--- src/fdr_pkg.sv ---
// package for the facade disable response block: register map, field layout, types
// assumes an apb slave with 32-bit data and a telegram sink on the same clock
package fdr_pkg;

    // ************************************************************
    // register byte offsets
    // ************************************************************
    localparam logic [7:0] CTRL_OFS    = 8'h00;
    localparam logic [7:0] STARTV_OFS  = 8'h04;
    localparam logic [7:0] ENDV_OFS    = 8'h08;
    localparam logic [7:0] STATUS_OFS  = 8'h0c;

    // ************************************************************
    // field layout of the value registers
    // ************************************************************
    localparam int HEIGHT_LSB = 0;
    localparam int SHADE_LSB  = 8;
    localparam int SLAT_LSB   = 16;
    localparam int SBIT_POS   = 24;
    localparam int CTRL_W     = 18;

    // percentage ceiling for every configured value
    localparam logic [6:0] PCT_MAX = 7'h64;

    // reset values
    localparam logic [17:0] CTRL_RST = 18'h00000;
    localparam logic [6:0]  VAL_RST  = 7'h00;
    localparam logic        SBIT_RST = 1'b0;

    // per-output choice codes
    localparam logic [1:0] CH_NONE  = 2'h0;
    localparam logic [1:0] CH_SEND  = 2'h1;
    localparam logic [1:0] CH_TRACK = 2'h2;

    // object selectors on the telegram port
    localparam logic [1:0] OBJ_HEIGHT = 2'h0;
    localparam logic [1:0] OBJ_SHADE  = 2'h1;
    localparam logic [1:0] OBJ_SLAT   = 2'h2;

    // control register, msb first; bit 0 is the lock polarity
    typedef struct packed {
        logic       enable;      // 17: facade disable control present
        logic [1:0] end_slat;    // 16:15
        logic [1:0] end_shade;   // 14:13
        logic [1:0] end_height;  // 12:11
        logic [1:0] st_slat;     // 10:9
        logic [1:0] st_shade;    // 8:7
        logic [1:0] st_height;   // 6:5
        logic       end_cfg;     // 4: send configured state at end
        logic       st_cfg;      // 3: send configured state at start
        logic       shade_byte;  // 2: shading object is 1-byte
        logic       height_byte; // 1: height object is 1-byte
        logic       lock_on_one; // 0: lock on 1-telegram
    } fdr_ctrl_t;

    // configured values for one edge of the lock
    typedef struct packed {
        logic       sbit;
        logic [6:0] slat;
        logic [6:0] shade;
        logic [6:0] height;
    } fdr_vals_t;

    // telegram toward the bus
    typedef struct packed {
        logic [1:0] obj;
        logic [7:0] data;
    } fdr_tel_t;

    // one-hot send sequencer states
    typedef enum logic [1:0] {
        SEQ_IDLE = 2'b01,
        SEQ_BUSY = 2'b10
    } fdr_seq_t;

    // whole state of the block
    typedef struct packed {
        fdr_ctrl_t  ctrl;
        fdr_vals_t  startv;
        fdr_vals_t  endv;
        logic       locked;
        logic [7:0] cur_height;
        logic [7:0] cur_shade;
        logic [7:0] cur_slat;
        logic [2:0] pend;
        logic [7:0] pend_data_0;
        logic [7:0] pend_data_1;
        logic [7:0] pend_data_2;
        fdr_seq_t   seq;
        fdr_tel_t   tel;
        logic [31:0] prdata;
    } fdr_state_t;

endpackage : fdr_pkg
--- src/fdr_facade_disable.sv ---
// facade disable response: lock handling and telegram generation for one facade
// assumes apb master and the telegram sink run on sys_clk; disable and automatic
// updates arrive as one-cycle strobes from logic on the same clock
//
// Implementation choices: the register offsets and register access over APB.
`timescale 1ns/1ps

module fdr_facade_disable #(
    parameter int ADDR_W = 8
) (
    input  wire logic        sys_clk,
    input  wire logic        resetn,
    input  wire logic        ce,
    // apb slave
    input  wire logic        psel,
    input  wire logic        penable,
    input  wire logic        pwrite,
    input  wire logic [ADDR_W-1:0] paddr,
    input  wire logic [31:0] pwdata,
    output logic             pready,
    output logic [31:0]      prdata,
    output logic             pslverr,
    // disable object telegram
    input  wire logic        dis_valid,
    input  wire logic        dis_value,
    // automatic shading updates, one strobe per object
    input  wire logic [2:0]  auto_valid,
    input  wire logic [7:0]  auto_height,
    input  wire logic [7:0]  auto_shade,
    input  wire logic [7:0]  auto_slat,
    // telegram toward the bus
    output logic             tel_valid,
    input  wire logic        tel_ready,
    output fdr_pkg::fdr_tel_t tel,
    output logic             locked
);

    // ************************************************************
    // elaboration check
    // ************************************************************
    if (ADDR_W < 4 || ADDR_W > 32)
    begin : g_chk
        $error("ADDR_W must lie between 4 and 32");
    end

    fdr_pkg::fdr_state_t s_q;
    fdr_pkg::fdr_state_t s_d;

    logic [7:0] addr8;
    logic       wr_en;
    logic       rd_setup;
    logic       mapped;
    logic       dis_lock;
    logic       lock_start;
    logic       lock_end;

    // ************************************************************
    // apb decode
    // ************************************************************
    // only the low byte of the address selects a register
    assign addr8    = 8'(paddr);
    assign mapped   = (addr8 == fdr_pkg::CTRL_OFS) || (addr8 == fdr_pkg::STARTV_OFS) ||
                      (addr8 == fdr_pkg::ENDV_OFS) || (addr8 == fdr_pkg::STATUS_OFS);
    assign wr_en    = psel && penable && pwrite && mapped;
    assign rd_setup = psel && !penable && !pwrite;
    assign pready   = 1'b1;                   // zero wait states
    assign pslverr  = psel && penable && !mapped;

    // lock decision from the disable telegram
    assign dis_lock   = (dis_value == s_q.ctrl.lock_on_one);
    assign lock_start = s_q.ctrl.enable && dis_valid && dis_lock && !s_q.locked;
    assign lock_end   = s_q.ctrl.enable && dis_valid && !dis_lock && s_q.locked;

    // saturate a written percentage at the ceiling
    function automatic logic [6:0] pct(input logic [7:0] v);
        pct = (v > {1'b0, fdr_pkg::PCT_MAX}) ? fdr_pkg::PCT_MAX : v[6:0];
    endfunction : pct

    // unpack a value register write
    function automatic fdr_pkg::fdr_vals_t vals_wr(input logic [31:0] w);
        vals_wr.height = pct(w[fdr_pkg::HEIGHT_LSB +: 8]);
        vals_wr.shade  = pct(w[fdr_pkg::SHADE_LSB +: 8]);
        vals_wr.slat   = pct(w[fdr_pkg::SLAT_LSB +: 8]);
        vals_wr.sbit   = w[fdr_pkg::SBIT_POS];
    endfunction : vals_wr

    // pack a value register for reading
    function automatic logic [31:0] vals_rd(input fdr_pkg::fdr_vals_t v);
        vals_rd = 32'h0;
        vals_rd[fdr_pkg::HEIGHT_LSB +: 8] = {1'b0, v.height};
        vals_rd[fdr_pkg::SHADE_LSB +: 8]  = {1'b0, v.shade};
        vals_rd[fdr_pkg::SLAT_LSB +: 8]   = {1'b0, v.slat};
        vals_rd[fdr_pkg::SBIT_POS]        = v.sbit;
    endfunction : vals_rd

    // ************************************************************
    // next state
    // ************************************************************
    always_comb
    begin
        logic [2:0]  set_pend;
        logic [23:0] set_data;
        logic [2:0]  take;
        s_d      = s_q;
        set_pend = 3'h0;
        set_data = 24'h0;
        take     = 3'h0;

        // register writes
        if (wr_en)
        begin
            case (addr8)
                fdr_pkg::CTRL_OFS:   s_d.ctrl   = fdr_pkg::fdr_ctrl_t'(pwdata[fdr_pkg::CTRL_W-1:0]);
                fdr_pkg::STARTV_OFS: s_d.startv = vals_wr(pwdata);
                fdr_pkg::ENDV_OFS:   s_d.endv   = vals_wr(pwdata);
                default:             s_d.ctrl   = s_q.ctrl;
            endcase
        end

        // read data captured in the setup phase
        if (rd_setup)
        begin
            case (addr8)
                fdr_pkg::CTRL_OFS:   s_d.prdata = {14'h0, s_q.ctrl};
                fdr_pkg::STARTV_OFS: s_d.prdata = vals_rd(s_q.startv);
                fdr_pkg::ENDV_OFS:   s_d.prdata = vals_rd(s_q.endv);
                fdr_pkg::STATUS_OFS: s_d.prdata = {s_q.cur_slat[6:0], s_q.cur_shade,
                                                   s_q.cur_height, 4'h0, s_q.pend,
                                                   s_q.seq == fdr_pkg::SEQ_BUSY, s_q.locked};
                default:             s_d.prdata = 32'h0;
            endcase
        end

        // automatic updates always refresh current values
        if (auto_valid[0])
        begin
            s_d.cur_height = auto_height;
        end
        if (auto_valid[1])
        begin
            s_d.cur_shade = auto_shade;
        end
        if (auto_valid[2])
        begin
            s_d.cur_slat = auto_slat;
        end
        // outside a lock each update is queued for sending, except in the cycle where a lock starts
        if (!s_q.locked)
        begin
            set_pend = auto_valid;
            set_data = {auto_slat, auto_shade, auto_height};
        end

        // lock tracking
        if (lock_start)
        begin
            s_d.locked = 1'b1;
        end
        if (lock_end || !s_q.ctrl.enable)
        begin
            s_d.locked = 1'b0;
        end

        // configured state at the start of a lock; track is not offered here
        if (lock_start && s_q.ctrl.st_cfg)
        begin
            set_pend = 3'h0;
            if (s_q.ctrl.height_byte && s_q.ctrl.st_height == fdr_pkg::CH_SEND)
            begin
                set_pend[0]     = 1'b1;
                set_data[7:0]   = {1'b0, s_q.startv.height};
            end
            if (s_q.ctrl.st_shade == fdr_pkg::CH_SEND)
            begin
                set_pend[1]     = 1'b1;
                set_data[15:8]  = s_q.ctrl.shade_byte ? {1'b0, s_q.startv.shade}
                                                      : {7'h0, s_q.startv.sbit};
            end
            if (s_q.ctrl.st_slat == fdr_pkg::CH_SEND)
            begin
                set_pend[2]     = 1'b1;
                set_data[23:16] = {1'b0, s_q.startv.slat};
            end
        end
        else if (lock_start)
        begin
            set_pend = 3'h0;
        end

        // configured state at the end of a lock, with tracking
        if (lock_end && s_q.ctrl.end_cfg)
        begin
            set_pend = 3'h0;
            if (s_q.ctrl.height_byte && s_q.ctrl.end_height == fdr_pkg::CH_SEND)
            begin
                set_pend[0]   = 1'b1;
                set_data[7:0] = {1'b0, s_q.endv.height};
            end
            else if (s_q.ctrl.height_byte && s_q.ctrl.end_height == fdr_pkg::CH_TRACK)
            begin
                set_pend[0]   = 1'b1;
                set_data[7:0] = s_d.cur_height;
            end
            if (s_q.ctrl.end_shade == fdr_pkg::CH_SEND)
            begin
                set_pend[1]    = 1'b1;
                set_data[15:8] = s_q.ctrl.shade_byte ? {1'b0, s_q.endv.shade}
                                                     : {7'h0, s_q.endv.sbit};
            end
            else if (s_q.ctrl.end_shade == fdr_pkg::CH_TRACK)
            begin
                set_pend[1]    = 1'b1;
                set_data[15:8] = s_q.ctrl.shade_byte ? s_d.cur_shade
                                                     : {7'h0, s_d.cur_shade[0]};
            end
            if (s_q.ctrl.end_slat == fdr_pkg::CH_SEND)
            begin
                set_pend[2]     = 1'b1;
                set_data[23:16] = {1'b0, s_q.endv.slat};
            end
            else if (s_q.ctrl.end_slat == fdr_pkg::CH_TRACK)
            begin
                set_pend[2]     = 1'b1;
                set_data[23:16] = s_d.cur_slat;
            end
        end
        else if (lock_end)
        begin
            set_pend = 3'h0;
        end

        // sequencer: lowest pending object first, one telegram at a time
        case (s_q.seq)
            fdr_pkg::SEQ_IDLE:
            begin
                if (s_q.pend[0])
                begin
                    take        = 3'b001;
                    s_d.tel.obj = fdr_pkg::OBJ_HEIGHT;
                    s_d.tel.data = s_q.pend_data_0;
                end
                else if (s_q.pend[1])
                begin
                    take        = 3'b010;
                    s_d.tel.obj = fdr_pkg::OBJ_SHADE;
                    s_d.tel.data = s_q.pend_data_1;
                end
                else if (s_q.pend[2])
                begin
                    take        = 3'b100;
                    s_d.tel.obj = fdr_pkg::OBJ_SLAT;
                    s_d.tel.data = s_q.pend_data_2;
                end
                if (take != 3'h0)
                begin
                    s_d.seq = fdr_pkg::SEQ_BUSY;
                end
            end
            fdr_pkg::SEQ_BUSY:
            begin
                if (tel_ready)
                begin
                    s_d.seq = fdr_pkg::SEQ_IDLE;
                end
            end
            default: s_d.seq = fdr_pkg::SEQ_IDLE;
        endcase

        // a new request in the cycle of the take wins over the clear
        s_d.pend = (s_q.pend & ~take) | set_pend;
        if (set_pend[0])
        begin
            s_d.pend_data_0 = set_data[7:0];
        end
        if (set_pend[1])
        begin
            s_d.pend_data_1 = set_data[15:8];
        end
        if (set_pend[2])
        begin
            s_d.pend_data_2 = set_data[23:16];
        end
    end

    // ************************************************************
    // state register
    // ************************************************************
    always_ff @(posedge sys_clk or negedge resetn)
    begin
        if (!resetn)
        begin
            s_q        <= '0;
            s_q.ctrl   <= fdr_pkg::fdr_ctrl_t'(fdr_pkg::CTRL_RST);
            s_q.startv <= '{sbit: fdr_pkg::SBIT_RST, slat: fdr_pkg::VAL_RST,
                            shade: fdr_pkg::VAL_RST, height: fdr_pkg::VAL_RST};
            s_q.endv   <= '{sbit: fdr_pkg::SBIT_RST, slat: fdr_pkg::VAL_RST,
                            shade: fdr_pkg::VAL_RST, height: fdr_pkg::VAL_RST};
            s_q.seq    <= fdr_pkg::SEQ_IDLE;
        end
        else if (ce)
        begin
            s_q <= s_d;
        end
    end

    // outputs
    assign prdata    = s_q.prdata;
    assign tel       = s_q.tel;
    assign tel_valid = (s_q.seq == fdr_pkg::SEQ_BUSY);
    assign locked    = s_q.locked;

endmodule : fdr_facade_disable

--- config.mk ---
export PLATFORM = sky130hd
export DESIGN_NAME = fdr_facade_disable
export DESIGN_NICKNAME = d
export VERILOG_FILES = /design/src/fdr_pkg.sv /design/src/fdr_facade_disable.sv
export SDC_FILE = /design/constraint.sdc
export NUM_CORES = 1
export LEC_CHECK = 0
export ABC_AREA = 0
export BUFFER_PORTS_ARGS = -buffer_cell sky130_fd_sc_hd__buf_2
export CORE_MARGIN = 10
export CORE_UTILIZATION = 60
export CTS_BUF_LIST = sky130_fd_sc_hd__clkbuf_16
export CTS_CLUSTER_SIZE = 40
export DETAILED_ROUTE_END_ITERATION = 10
export GPL_ROUTABILITY_DRIVEN = 0
export GPL_TIMING_DRIVEN = 0
export PLACE_DENSITY = 0.83
export SLEW_MARGIN = 20
export SYNTH_ARGS = -nofsm -noshare
export SYNTH_HDL_FRONTEND = slang
export SYNTH_SLANG_ARGS = --single-unit
--- constraint.sdc ---
create_clock -name sys_clk -period 4.5 [get_ports sys_clk]
set_input_delay 0.9 -clock sys_clk [delete_from_list [all_inputs] [get_ports sys_clk]]
set_output_delay 0.9 -clock sys_clk [all_outputs]
set_load 0.02 [all_outputs]
==> results.md, run 1 <==
* Run status: completed
* Count of pins over their slew limit at 0
* Average instance area after synthesis at approximately 11 um2
* Class of the worst hold path: in2async
* Worst VDD drop at 255.6 uV
* Clock skew at 0.01941 ns
* Clock sink count at 158
* Wire length per cell after detailed routing at 21.56 um
* Proportion of register bits with asynchronous set or reset after synthesis at 1.000
* Relative slew slack at 0.4797
* Worst-case hold slack at 0.3808 ns
* Tmin final at ~2.7 ns
* Vertical die dimension at 136.5 um
* H-tree lvl count at 4
* Buffer depth of the longest clock path at 2
* Length of the first detailed-routing pass in iterations at 5
* Post-synthesis to final-layout area growth at 16.52%
* Maximum number of pins on one net before global-route repair at ~100
* Setup total negative slack at 0 ns
* Die ar. at 18630 um2
* Capturing point of the worst reg2reg path: s_q[58]
* Number of global-route vias before repair at 6712
* Later-pin clock latency in the skew report at about 0.44 ns
* Critical path origin: paddr[1]
* Worst Max-Slew Pin Slew at 0.7762 ns
* Post-CTS Setup Bufs at 0
* Final antenna diode count at 0
* Clock root buffer: clkbuf_16
* Post-Route WL at 23.39 mm
* Final worst path period share at 0.6111
* Number of library cell types mapped by synthesis at 56
* CP arrival at between 1.5 and 2 ns
* Count of buffer and inverter cells on the critical path at 2
* Remaining design rule violation count at 0
* Synthesized Nets at around 850
* Cell depth of the worst flop-to-flop path at 7
* GRT overflow at 0
* Standard-cell rows at 42
* Cell Area, Synth at 8144 um2
* Data required time of the critical path at approximately 3.6 ns
* Fraction of layout instances using a drive strength above 1 at 0.3245
* RSZ-0062 raised after global routing: no
* Number of violations of the max-capacitance limit at 0
* Setup ws final at 1.750 ns
* Setup violators final at 0
* Hold-fix buffers, CTS at 0
* Detailed Place HPWL at between 15 and 20 mm
* CTS tree: yes
* Share of synthesized area occupied by flip-flops and latches at 0.4856
* Total Power at 3655 uW
* Post-route core utilization at 0.7137
* Register-to-register setup slack at 2.00 ns
* Critical register-to-register path startpoint: locked
* Count of synthesis-stage warnings from yosys at 0
* Hold Fails Final Rpt at 0
* Num ports at 122
* Largest fanout on the critical path at 6
* Count of cells resized by post-cts repair at 0
* Crit-path slowest cell: nand3_1
* Most used cell, CP: buf_2
* Initial standard-cell utilization of the core at 0.6126
* Number of design-rule violations left by the first detailed-router iteration at 813
* Die width at approximately 140 um
* Maximum clock frequency at 0.3637 GHz
* CTS buffer count at 17
* Antenna Nets Post-Route at 0
* Most common flop cell mapped by yosys: dfrtp_1
* Core area at 13300 um2
* Number of antenna violations at the first check in global routing at 0
* #FFs+latches synth at 158
* Count of flip-flops with a built-in enable after synthesis at 0
* Endpoint of the most critical setup path: pslverr
* Cell chain of the critical path: buf_2 -> nor2_1 -> nand3_1 -> and3_1 -> buf_2
* Power per cell area at 385.1 nW/um2
* Static leakage at 0.004471 uW
* Cell count after synthesis at about 770
* Average vias per placed instance at 6.221
* Total track usage at 0.2556
* Wire length of the first global-routing pass at 36.47 mm
* Crit path largest cell delay at 0.29 ns
* Worst slack after detailed placement at 1.637 ns
* Kind of end point of the critical path: output pin
* Largest cells by area after synthesis: dfrtp_1, mux2_2, nand2_1, o21ai_0, buf_4
* Startpoint types: input pin
* Top-area cell type share of the netlist area at 0.4824
* Post-synthesis cell type with the largest combined area: dfrtp_1
* Layout Nets at 976
* Family of cells with the greatest summed delay on the critical path: simple AND/OR/NAND/NOR gates
* Vias at just under 7000
* Total of buffers placed on input and output ports at 109
* Critical path type: in2out
* Logic depth of the worst path, buffers included at 5
* Clk slew on worst S/H paths at 0.06 ns
==> final cells by class <==
class                   count  area, um2
inverters                  12      45.04
clock inverters            15      116.4
clock buffers              17      425.4
multi-input cells         515       3661
flip-flops and latches    158       3955
well taps                 176      220.2
repair buffers            110      583.1
plain buffers              82      483.0
fillers                   980       3806
==> cells by family (layout without fill, tap and decap cells) <==
logic type | Yosys count | in the layout | synth area share
flip-flops | 158 | 158 | 0.4856
multiplexers | 115 | 115 | 0.1738
AO/OA/AOI/OAI | 182 | 182 | 0.1506
adder cells (fa/ha/maj) | 4 | 4 | 0.006146
buffers and inverters | 94 | 236 | 0.06483
other | 1 | 1 | 0.0004605
AND/OR/NAND/NOR | 211 | 211 | 0.1146
XOR/XNOR | 2 | 2 | 0.003996
==> worst min path at each step <==
| stage | from | endpoint | slack, ns | cells past startpoint |
|---|---|---|---|---|
| floorplan | prdata[7] | prdata[7] | 0.44 | 2 |
| global route | resetn | prdata[18] | 0.41 | 1 |
| global placement | tel[7] | tel[7] | 0.47 | 2 |
| finish | resetn | prdata[19] | 0.38 | 1 |
| detailed placement | prdata[7] | prdata[7] | 0.47 | 2 |
| CTS | resetn | prdata[19] | 0.40 | 1 |
==> placed cells by master (no fill, tap or decap), types with 15 or more instances in the layout <==
| master | count |
|---|---|
| dfrtp_1 | 157 |
| buf_2 | 113 |
| nand2_1 | 107 |
| mux2_2 | 78 |
| o21ai_0 | 74 |
| nor2_1 | 53 |
| buf_4 | 45 |
| clkbuf_1 | 27 |
| mux2i_1 | 24 |
| a21oi_1 | 23 |
| a22o_1 | 22 |
| a22oi_1 | 20 |
| clkbuf_16 | 17 |
| inv_1 | 15 |
==> synth_stat cells (4+ instances only) <==
| cell type | n |
|---|---|
| ha_1 | 4 |
| o21ai_0 | 74 |
| mux4_2 | 12 |
| nand3_1 | 12 |
| clkbuf_1 | 27 |
| buf_1 | 5 |
| a22oi_1 | 20 |
| nor2b_1 | 10 |
| buf_4 | 45 |
| nor2_1 | 53 |
| a221oi_1 | 8 |
| inv_1 | 11 |
| nand2_1 | 107 |
| a31oi_1 | 5 |
| nor3_1 | 4 |
| mux2_2 | 78 |
| a21oi_1 | 23 |
| a22o_1 | 22 |
| mux2i_1 | 24 |
| dfrtp_1 | 157 |
| o221ai_1 | 6 |
| a221o_2 | 7 |
| buf_2 | 5 |
==> flip-flops by register name, indices dropped and copies added, names as in the netlist <==
signal,count
tel,10
locked,1
prdata,32
s_q,115
==> metrics by stage <==
stage / instances / instance area (um2)
global route: 1085 / 9489
CTS: 1085 / 9489
global placement: 1052 / 8910
finish: 1085 / 9489
detailed placement: 1053 / 8947
floorplan: 767 / 8144
==> power by group <==
group          total, uW  switching (uW)  internal, uW  leakage [uW]
combinational        660             367           293       0.00212
sequential          1650            97.0          1550       0.00207
clock               1340             552           792      0.000279
total               3650            1020          2640       0.00447
==> per-layer routing <==
metal,share of wire,vias to the layer above,global-route usage
li1,-,2977,-
met1,0.38,3296,0.3241
met2,0.48,395,0.4084
met3,0.10,82,0.05975
met4,0.041,0,0.1160
met5,0,-,0
No activity file was read; power rests on OpenSTA's default activity.
==> inputs of run 2 (changes only) <==
CORE_UTILIZATION = 52   (was 60)
PLACE_DENSITY = 0.77   (was 0.83)
clock period = 2.46 ns   (was 4.5 ns; I/O delays follow)
==> run 2 against run 1 <==
Combinational power grew 85%. Setup slack lost 1.5 ns. Non-clock buffer count unchanged. Flip-flop and latch count unchanged. Critical path depth is 1 higher. Core utilization fell by 8.7 points. Clock-buffer cell count unchanged. Largest power group unchanged. Design area rose by 0.71%. Power rose by 84%. Clock skew shrank 0.015 ns. Register-to-register slack worse by 1.8 ns. Highest routed layer unchanged.
==> results.md, run 2 (synthesized netlist as in run 1, its figures left out) <==
* RSZ-0062 raised after global routing: no
* Remaining design rule violation count at 0 (unchanged)
* Hold Fails Final Rpt at 0 (unchanged)
* Critical register-to-register path startpoint: s_q[140]
* GR Layer Usage met1 at 0.2930 (-0.03103)
* Antenna Nets Post-Route at 0 (unchanged)
* Buffer depth of the longest clock path at 2 (unchanged)
* Clk slew on worst S/H paths at 0.06 ns (about the same)
* Post-route core utilization at 0.6263 (-0.08740)
* Relative slew slack at 0.5226 (+0.04292)
* Run status: completed
* Die ar. at 21070 um2 (+13%)
* Core area at 15260 um2 (+15%)
* CTS tree: yes
* Tmin final at 2.245 ns
* Data required time of the critical path at 2.77 ns (-0.83 ns)
* Post-Route WL at 23.49 mm (+0.44%)
* Cell chain of the critical path: xnor2_2 -> nand4_1 -> clkbuf_1 -> nand3_1 -> o221ai_1 -> mux2_2
* Total Power at 6733 uW (+84%)
* Initial standard-cell utilization of the core at 0.5337 (-0.07881)
* Filler Cell Count at 1331 (+36%)
* H-tree lvl count at 4 (unchanged)
* Met2 layer usage reported by global route at 0.3389 (-0.06949)
* Wire length per cell after detailed routing at 20.96 um (-2.8%)
* Total of buffers placed on input and output ports at 109 (unchanged)
* Highest-count cells in the layout ignoring fill and taps: dfrtp_1, buf_2, nand2_1
* Setup violators final at 0 (unchanged)
* Largest fanout on the critical path at 10 (+4)
* Length of the first detailed-routing pass in iterations at 7 (+2)
* Later-pin clock latency in the skew report at 0.43 ns (about the same)
* Count of buffer and inverter cells on the critical path at 1 (-1)
* Critical path type: reg2reg
* Worst VDD drop at 476.4 uV (+86%)
* Met3 Use GR at 0.05123 (-0.008524)
* Setup total negative slack at 0 ns (unchanged)
* Fraction of layout instances using a drive strength above 1 at 0.3289 (+0.004400)
* Setup ws final at 0.2155 ns (-1.535 ns)
* Final worst path period share at 0.9124
* Worst slack after detailed placement at -0.04415 ns (-1.681 ns)
* Detailed Place HPWL at 17.64 mm (+1.3%)
* Standard-cell rows at 45 (+7.1%)
* Number of global-route vias before repair at 6585 (-1.9%)
* CP arrival at 2.56 ns (+0.71 ns)
* Vertical die dimension at 145.1 um (+6.3%)
* CTS buffer count at 17 (unchanged)
* Crit-path slowest cell: dfrtp_1
* Class of the worst hold path: in2async
* Wire length of the first global-routing pass at 36.72 mm (+0.68%)
* Post-CTS Setup Bufs at 0 (unchanged)
* Kind of end point of the critical path: register
* Gr busiest metal: met2
* Maximum clock frequency at approximately 0.45 GHz
* Number of antenna violations at the first check in global routing at 0 (unchanged)
* Layout Nets at 976 (unchanged)
* Most frequent standard cell in the layout excluding fill and tap cells: dfrtp_1
* Static leakage at 0.004478 uW (+0.15%)
* Number of design-rule violations left by the first detailed-router iteration at 637 (-22%)
* Crit path largest cell delay at 0.47 ns (+0.18 ns)
* Count of pins over their slew limit at 0 (unchanged)
* Clock root buffer: clkbuf_16
* Average vias per placed instance at 5.960 (-4.2%)
* Vias at 6681 (-1.0%)
* Clock skew at 0.004694 ns (-0.01472 ns)
* Critical path origin: s_q[140]
* Number of violations of the max-capacitance limit at 0 (unchanged)
* Total track usage at 0.2188 (-0.03677)
* Num ports at 122 (unchanged)
* Total area of multi-input combinational cells at 3667 um2 (+0.17%)
* Die width at 145.1 um (+6.3%)
* Power per cell area at 704.6 nW/um2 (+83%)
* Worst-case hold slack at 0.05390 ns (-0.3269 ns)
* Register area at 3955 um2 (unchanged)
* Biggest register: s_q
* Worst Max-Slew Pin Slew at 0.7160 ns (-0.06016 ns)
* Maximum number of pins on one net before global-route repair at 94 (-9.6%)
* Family of cells with the greatest summed delay on the critical path: simple AND/OR/NAND/NOR gates
* Post-synthesis to final-layout area growth at 17.35%
* Number of flip-flops under the largest register name at 115 (unchanged)
* GRT overflow at 0 (unchanged)
* Clock sink count at 158 (unchanged)
* Hold-fix buffers, CTS at 0 (unchanged)
* Startpoint types: register
run 2: cell types whose count changed in the layout (fill, tap and decap cells not counted), sizes merged:
cell,delta
clkinv,+1
clkinvlp,+1
diode,+1
inv,-2
run 2: routing by layer:
metal  wire, um  vias up
met5          0        -
met3       2228       49
met2      10990      343
met1       9712     3300
met4        557        0
li1           -     2989
run 2: path summary, 6_finish.rpt:
check,endpoint,slack [ns],depth (start not counted)
max in group asynchronous,s_q[94],1.65,2
worst max register to register,s_q[58],0.22,6
worst max-delay path,s_q[58],0.22,6
worst min-delay path,s_q[135],0.05,1
worst min register to register,tel[6],0.48,2
min in group sys_clk,s_q[157],0.32,2
run 2: timing repair:
action,4_1_cts,5_1_grt
setup endpoints to repair,0,1
endpoints found under the hold margin,0,0
resized for setup,0,1
run 2: power by group:
part / total [uW] / switching, uW / internal (uW) / leakage, uW
sequential: 3020 / 177 / 2840 / 0.00207
clock: 2500 / 1030 / 1470 / 0.000277
combinational: 1220 / 684 / 535 / 0.00213
total: 6730 / 1890 / 4840 / 0.00448
run 2: final cells by class:
type	count	area share
Antenna cell	1	0.0002618
Buffer	82	0.05054
Clock buffer	17	0.04451
Clock inverter	15	0.01375
Inverter	12	0.004713
Multi-Input combinational cell	515	0.3837
Sequential cell	158	0.4139
Tap cell	211	0.02762
Timing Repair Buffer	110	0.06101
run 2: per-stage QoR:
| stage | cell area (um2) | std cells |
|---|---|---|
| final | 9557 | 1121 |
| after global routing | 9554 | 1120 |
| after CTS | 9548 | 1120 |
| after detailed placement | 8991 | 1088 |
| after global placement | 8954 | 1087 |
| after floorplan | 8144 | 767 |
==> inputs of run 3 (changes only) <==
GPL_TIMING_DRIVEN = default   (was 0)
PLACE_DENSITY = 0.82   (was 0.77)
==> run 3 against run 2 <==
Non-clock buffer count decreased by 54. Clock skew grew 0.0037 ns. Combinational power down 7%. Critical endpoint is now s_q[49].
==> results.md, run 3 (synthesized netlist as in run 1, its figures left out) <==
* Relative slew slack at 0.3420 (-0.1807)
* Placed cells at 1033 (-5.1%)
* Min-Delay Path Depth at 2
* Power per cell area at 735.8 nW/um2 (+4.4%)
* Final worst path period share at 0.9113 (-0.001131)
* Highest-count cells in the layout ignoring fill and taps: dfrtp_1, buf_2, nand2_1
* Vias at 6352 (-4.9%)
* Filler Cell Count at 1226 (-7.9%)
* Cell depth of the worst flop-to-flop path at 5 (-1)
* Die width at 145.1 um (unchanged)
* Clock group share of total power at 0.397 (+0.026)
* Run status: completed
* Num ports at 122 (unchanged)
* Number of violations of the max-capacitance limit at 0 (unchanged)
* GRT overflow at 0 (unchanged)
* Fraction of layout instances using a drive strength above 1 at 0.3240 (-0.004956)
* Proportion of total power due to net switching at 0.2741 (-0.006654)
* Vertical die dimension at 145.1 um (unchanged)
* Hold Fails Final Rpt at 0 (unchanged)
* Logic depth of the worst path, buffers included at 5 (-1)
* Biggest register: s_q
* Non-filler cells in the finished layout at 1068 (-4.7%)
* Kind of end point of the critical path: register
* RSZ-0062 raised after global routing: no
* Layout Nets at 922 (-5.5%)
* Average vias per placed instance at 5.948 (-0.21%)
* Total of buffers placed on input and output ports at 113 (+3.7%)
* Cell chain of the critical path: or3b_1 -> nor3_2 -> nor2_1 -> a221oi_1 -> o21ai_0
* Antenna Nets Post-Route at 0 (unchanged)
* Internal power at 4981 uW (+2.8%)
* Worst Max-Slew Pin Slew at 0.9805 ns (+0.2644 ns)
* Count of cells resized by post-cts repair at 0 (unchanged)
* Number of global-route vias before repair at 6290 (-4.5%)
* Number of flip-flops under the largest register name at 115 (unchanged)
* Number of design-rule violations left by the first detailed-router iteration at 713 (+12%)
* Count of pins over their slew limit at 0 (unchanged)
* Crit-path slowest cell: dfrtp_1
* Part of the power in registers at 0.437 (-0.011)
* Total track usage at 0.2116 (-0.007178)
* Later-pin clock latency in the skew report at 0.43 ns (about the same)
* Detailed Place HPWL at 17.01 mm (-3.6%)
* Critical path type: reg2reg
* Remaining design rule violation count at 0 (unchanged)
* Post-route core utilization at 0.6112 (-0.01517)
* Number of antenna violations at the first check in global routing at 3 (+3)
* Worst-case hold slack at 0.3079 ns (+0.2540 ns)
* Switching power at 1881 uW (-0.51%)
* Standard-cell rows at 45 (unchanged)
* Length of the first detailed-routing pass in iterations at 5 (-2)
* H-tree lvl count at 4 (unchanged)
* Clock root buffer: clkbuf_16
* Largest fanout on the critical path at 13 (+3)
* Post-Route WL at 22.40 mm (-4.6%)
* Maximum clock frequency at 0.4461 GHz (+0.12%)
* Post-synthesis to final-layout area growth at 14.50%
* Static leakage at 0.004323 uW (-3.5%)
* Most frequent standard cell in the layout excluding fill and tap cells: dfrtp_1
* Data required time of the critical path at 2.76 ns (about the same)
* Class of the worst hold path: in2reg
* Setup total negative slack at 0 ns (unchanged)
* Family of cells with the greatest summed delay on the critical path: simple AND/OR/NAND/NOR gates
* Combinational power share at 0.166 (-0.015)
* Tmin final at 2.242 ns (-0.002782 ns)
* Setup violators final at 0 (unchanged)
* Wire length per cell after detailed routing at 20.97 um (about the same)
* CP arrival at 2.54 ns (-0.02 ns)
* CTS tree: yes
* Count of buffer and inverter cells on the critical path at 0 (-1)
* Wire length of the first global-routing pass at 35.45 mm (-3.5%)
* Clk slew on worst S/H paths at 0.06 ns (about the same)
* Clock skew at 0.008419 ns (+0.003726 ns)
* Die ar. at 21070 um2 (unchanged)
* Crit path largest cell delay at 0.55 ns (+0.08 ns)
* Maximum number of pins on one net before global-route repair at 50 (-47%)
* Worst VDD drop at 596.7 uV (+25%)
* CTS buffer count at 17 (unchanged)
* Clock sink count at 158 (unchanged)
* Buffer depth of the longest clock path at 2 (unchanged)
* Startpoint types: register
* Core area at 15260 um2 (unchanged)
* Initial standard-cell utilization of the core at 0.5337 (unchanged)
## run 3: cell count changes in the layout (fill, tap and decap cells not counted), moves of 2 or more
cell       before  now
buf_1           5    0
clkinv_1        4    2
buf_4          45   22
bufinv_16       2    4
clkbuf_1       27    0
buf_12          0    2
## run 3: layout make-up
type | instances | area [um2] | area share
antenna | 2 | 5.005 | 0.0005367
clock inverter | 15 | 182.7 | 0.01959
timing repair buffer | 138 | 787.0 | 0.08440
tap | 211 | 264.0 | 0.02831
clock buffer | 17 | 425.4 | 0.04562
inverter | 12 | 45.04 | 0.004830
multi-input combinational | 515 | 3661 | 0.3926
sequential | 158 | 3955 | 0.4241
## run 3: path summary, 6_finish.rpt
path | startpoint | to | slack (ns)
max in group asynchronous | resetn | s_q[42] | 1.23
min reg2reg | prdata[20] | prdata[20] | 0.47
max reg2reg | locked | s_q[49] | 0.22
min in group asynchronous | resetn | prdata[29] | 0.56
max | locked | s_q[49] | 0.22
min | pwdata[24] | s_q[139] | 0.31
## run 3: stage by stage
step	cell area, um2	setup slack [ns]	total power [uW]
after floorplan	8144	0.5333	3816
after global placement	8702	0.2919	4135
after detailed placement	8702	0.2738	4172
after CTS	9320	0.2869	6879
after global routing	9323	0.1862	7121
final	9325	0.2182	6862
## run 3: power by group through the flow
stage / Sequential, uW / Clock (uW) / Combinational [uW]
2_1_floorplan: 2990 / 0 / 830
3_3_place_gp: 3030 / 0 / 1100
3_5_place_dp: 3040 / 0 / 1130
4_1_cts: 3000 / 2740 / 1140
5_1_grt: 3030 / 2850 / 1240
6_report: 3000 / 2720 / 1140
## run 3: routing by layer
| metal | up-vias | global-route usage | wire, um |
|---|---|---|---|
| met2 | 303 | 0.3336 | 10740 |
| li1 | 2873 | - | - |
| met3 | 42 | 0.05340 | 1960 |
| met1 | 3132 | 0.2727 | 9133 |
| met5 | - | 0 | 13 |
| met4 | 2 | 0.08645 | 558 |
## run 3: repair_timing
action,in CTS,in global routing
setup endpoints to repair,0,0
hold endpoints to repair,3,0
hold buffers,1,0
buffers inserted,0,0
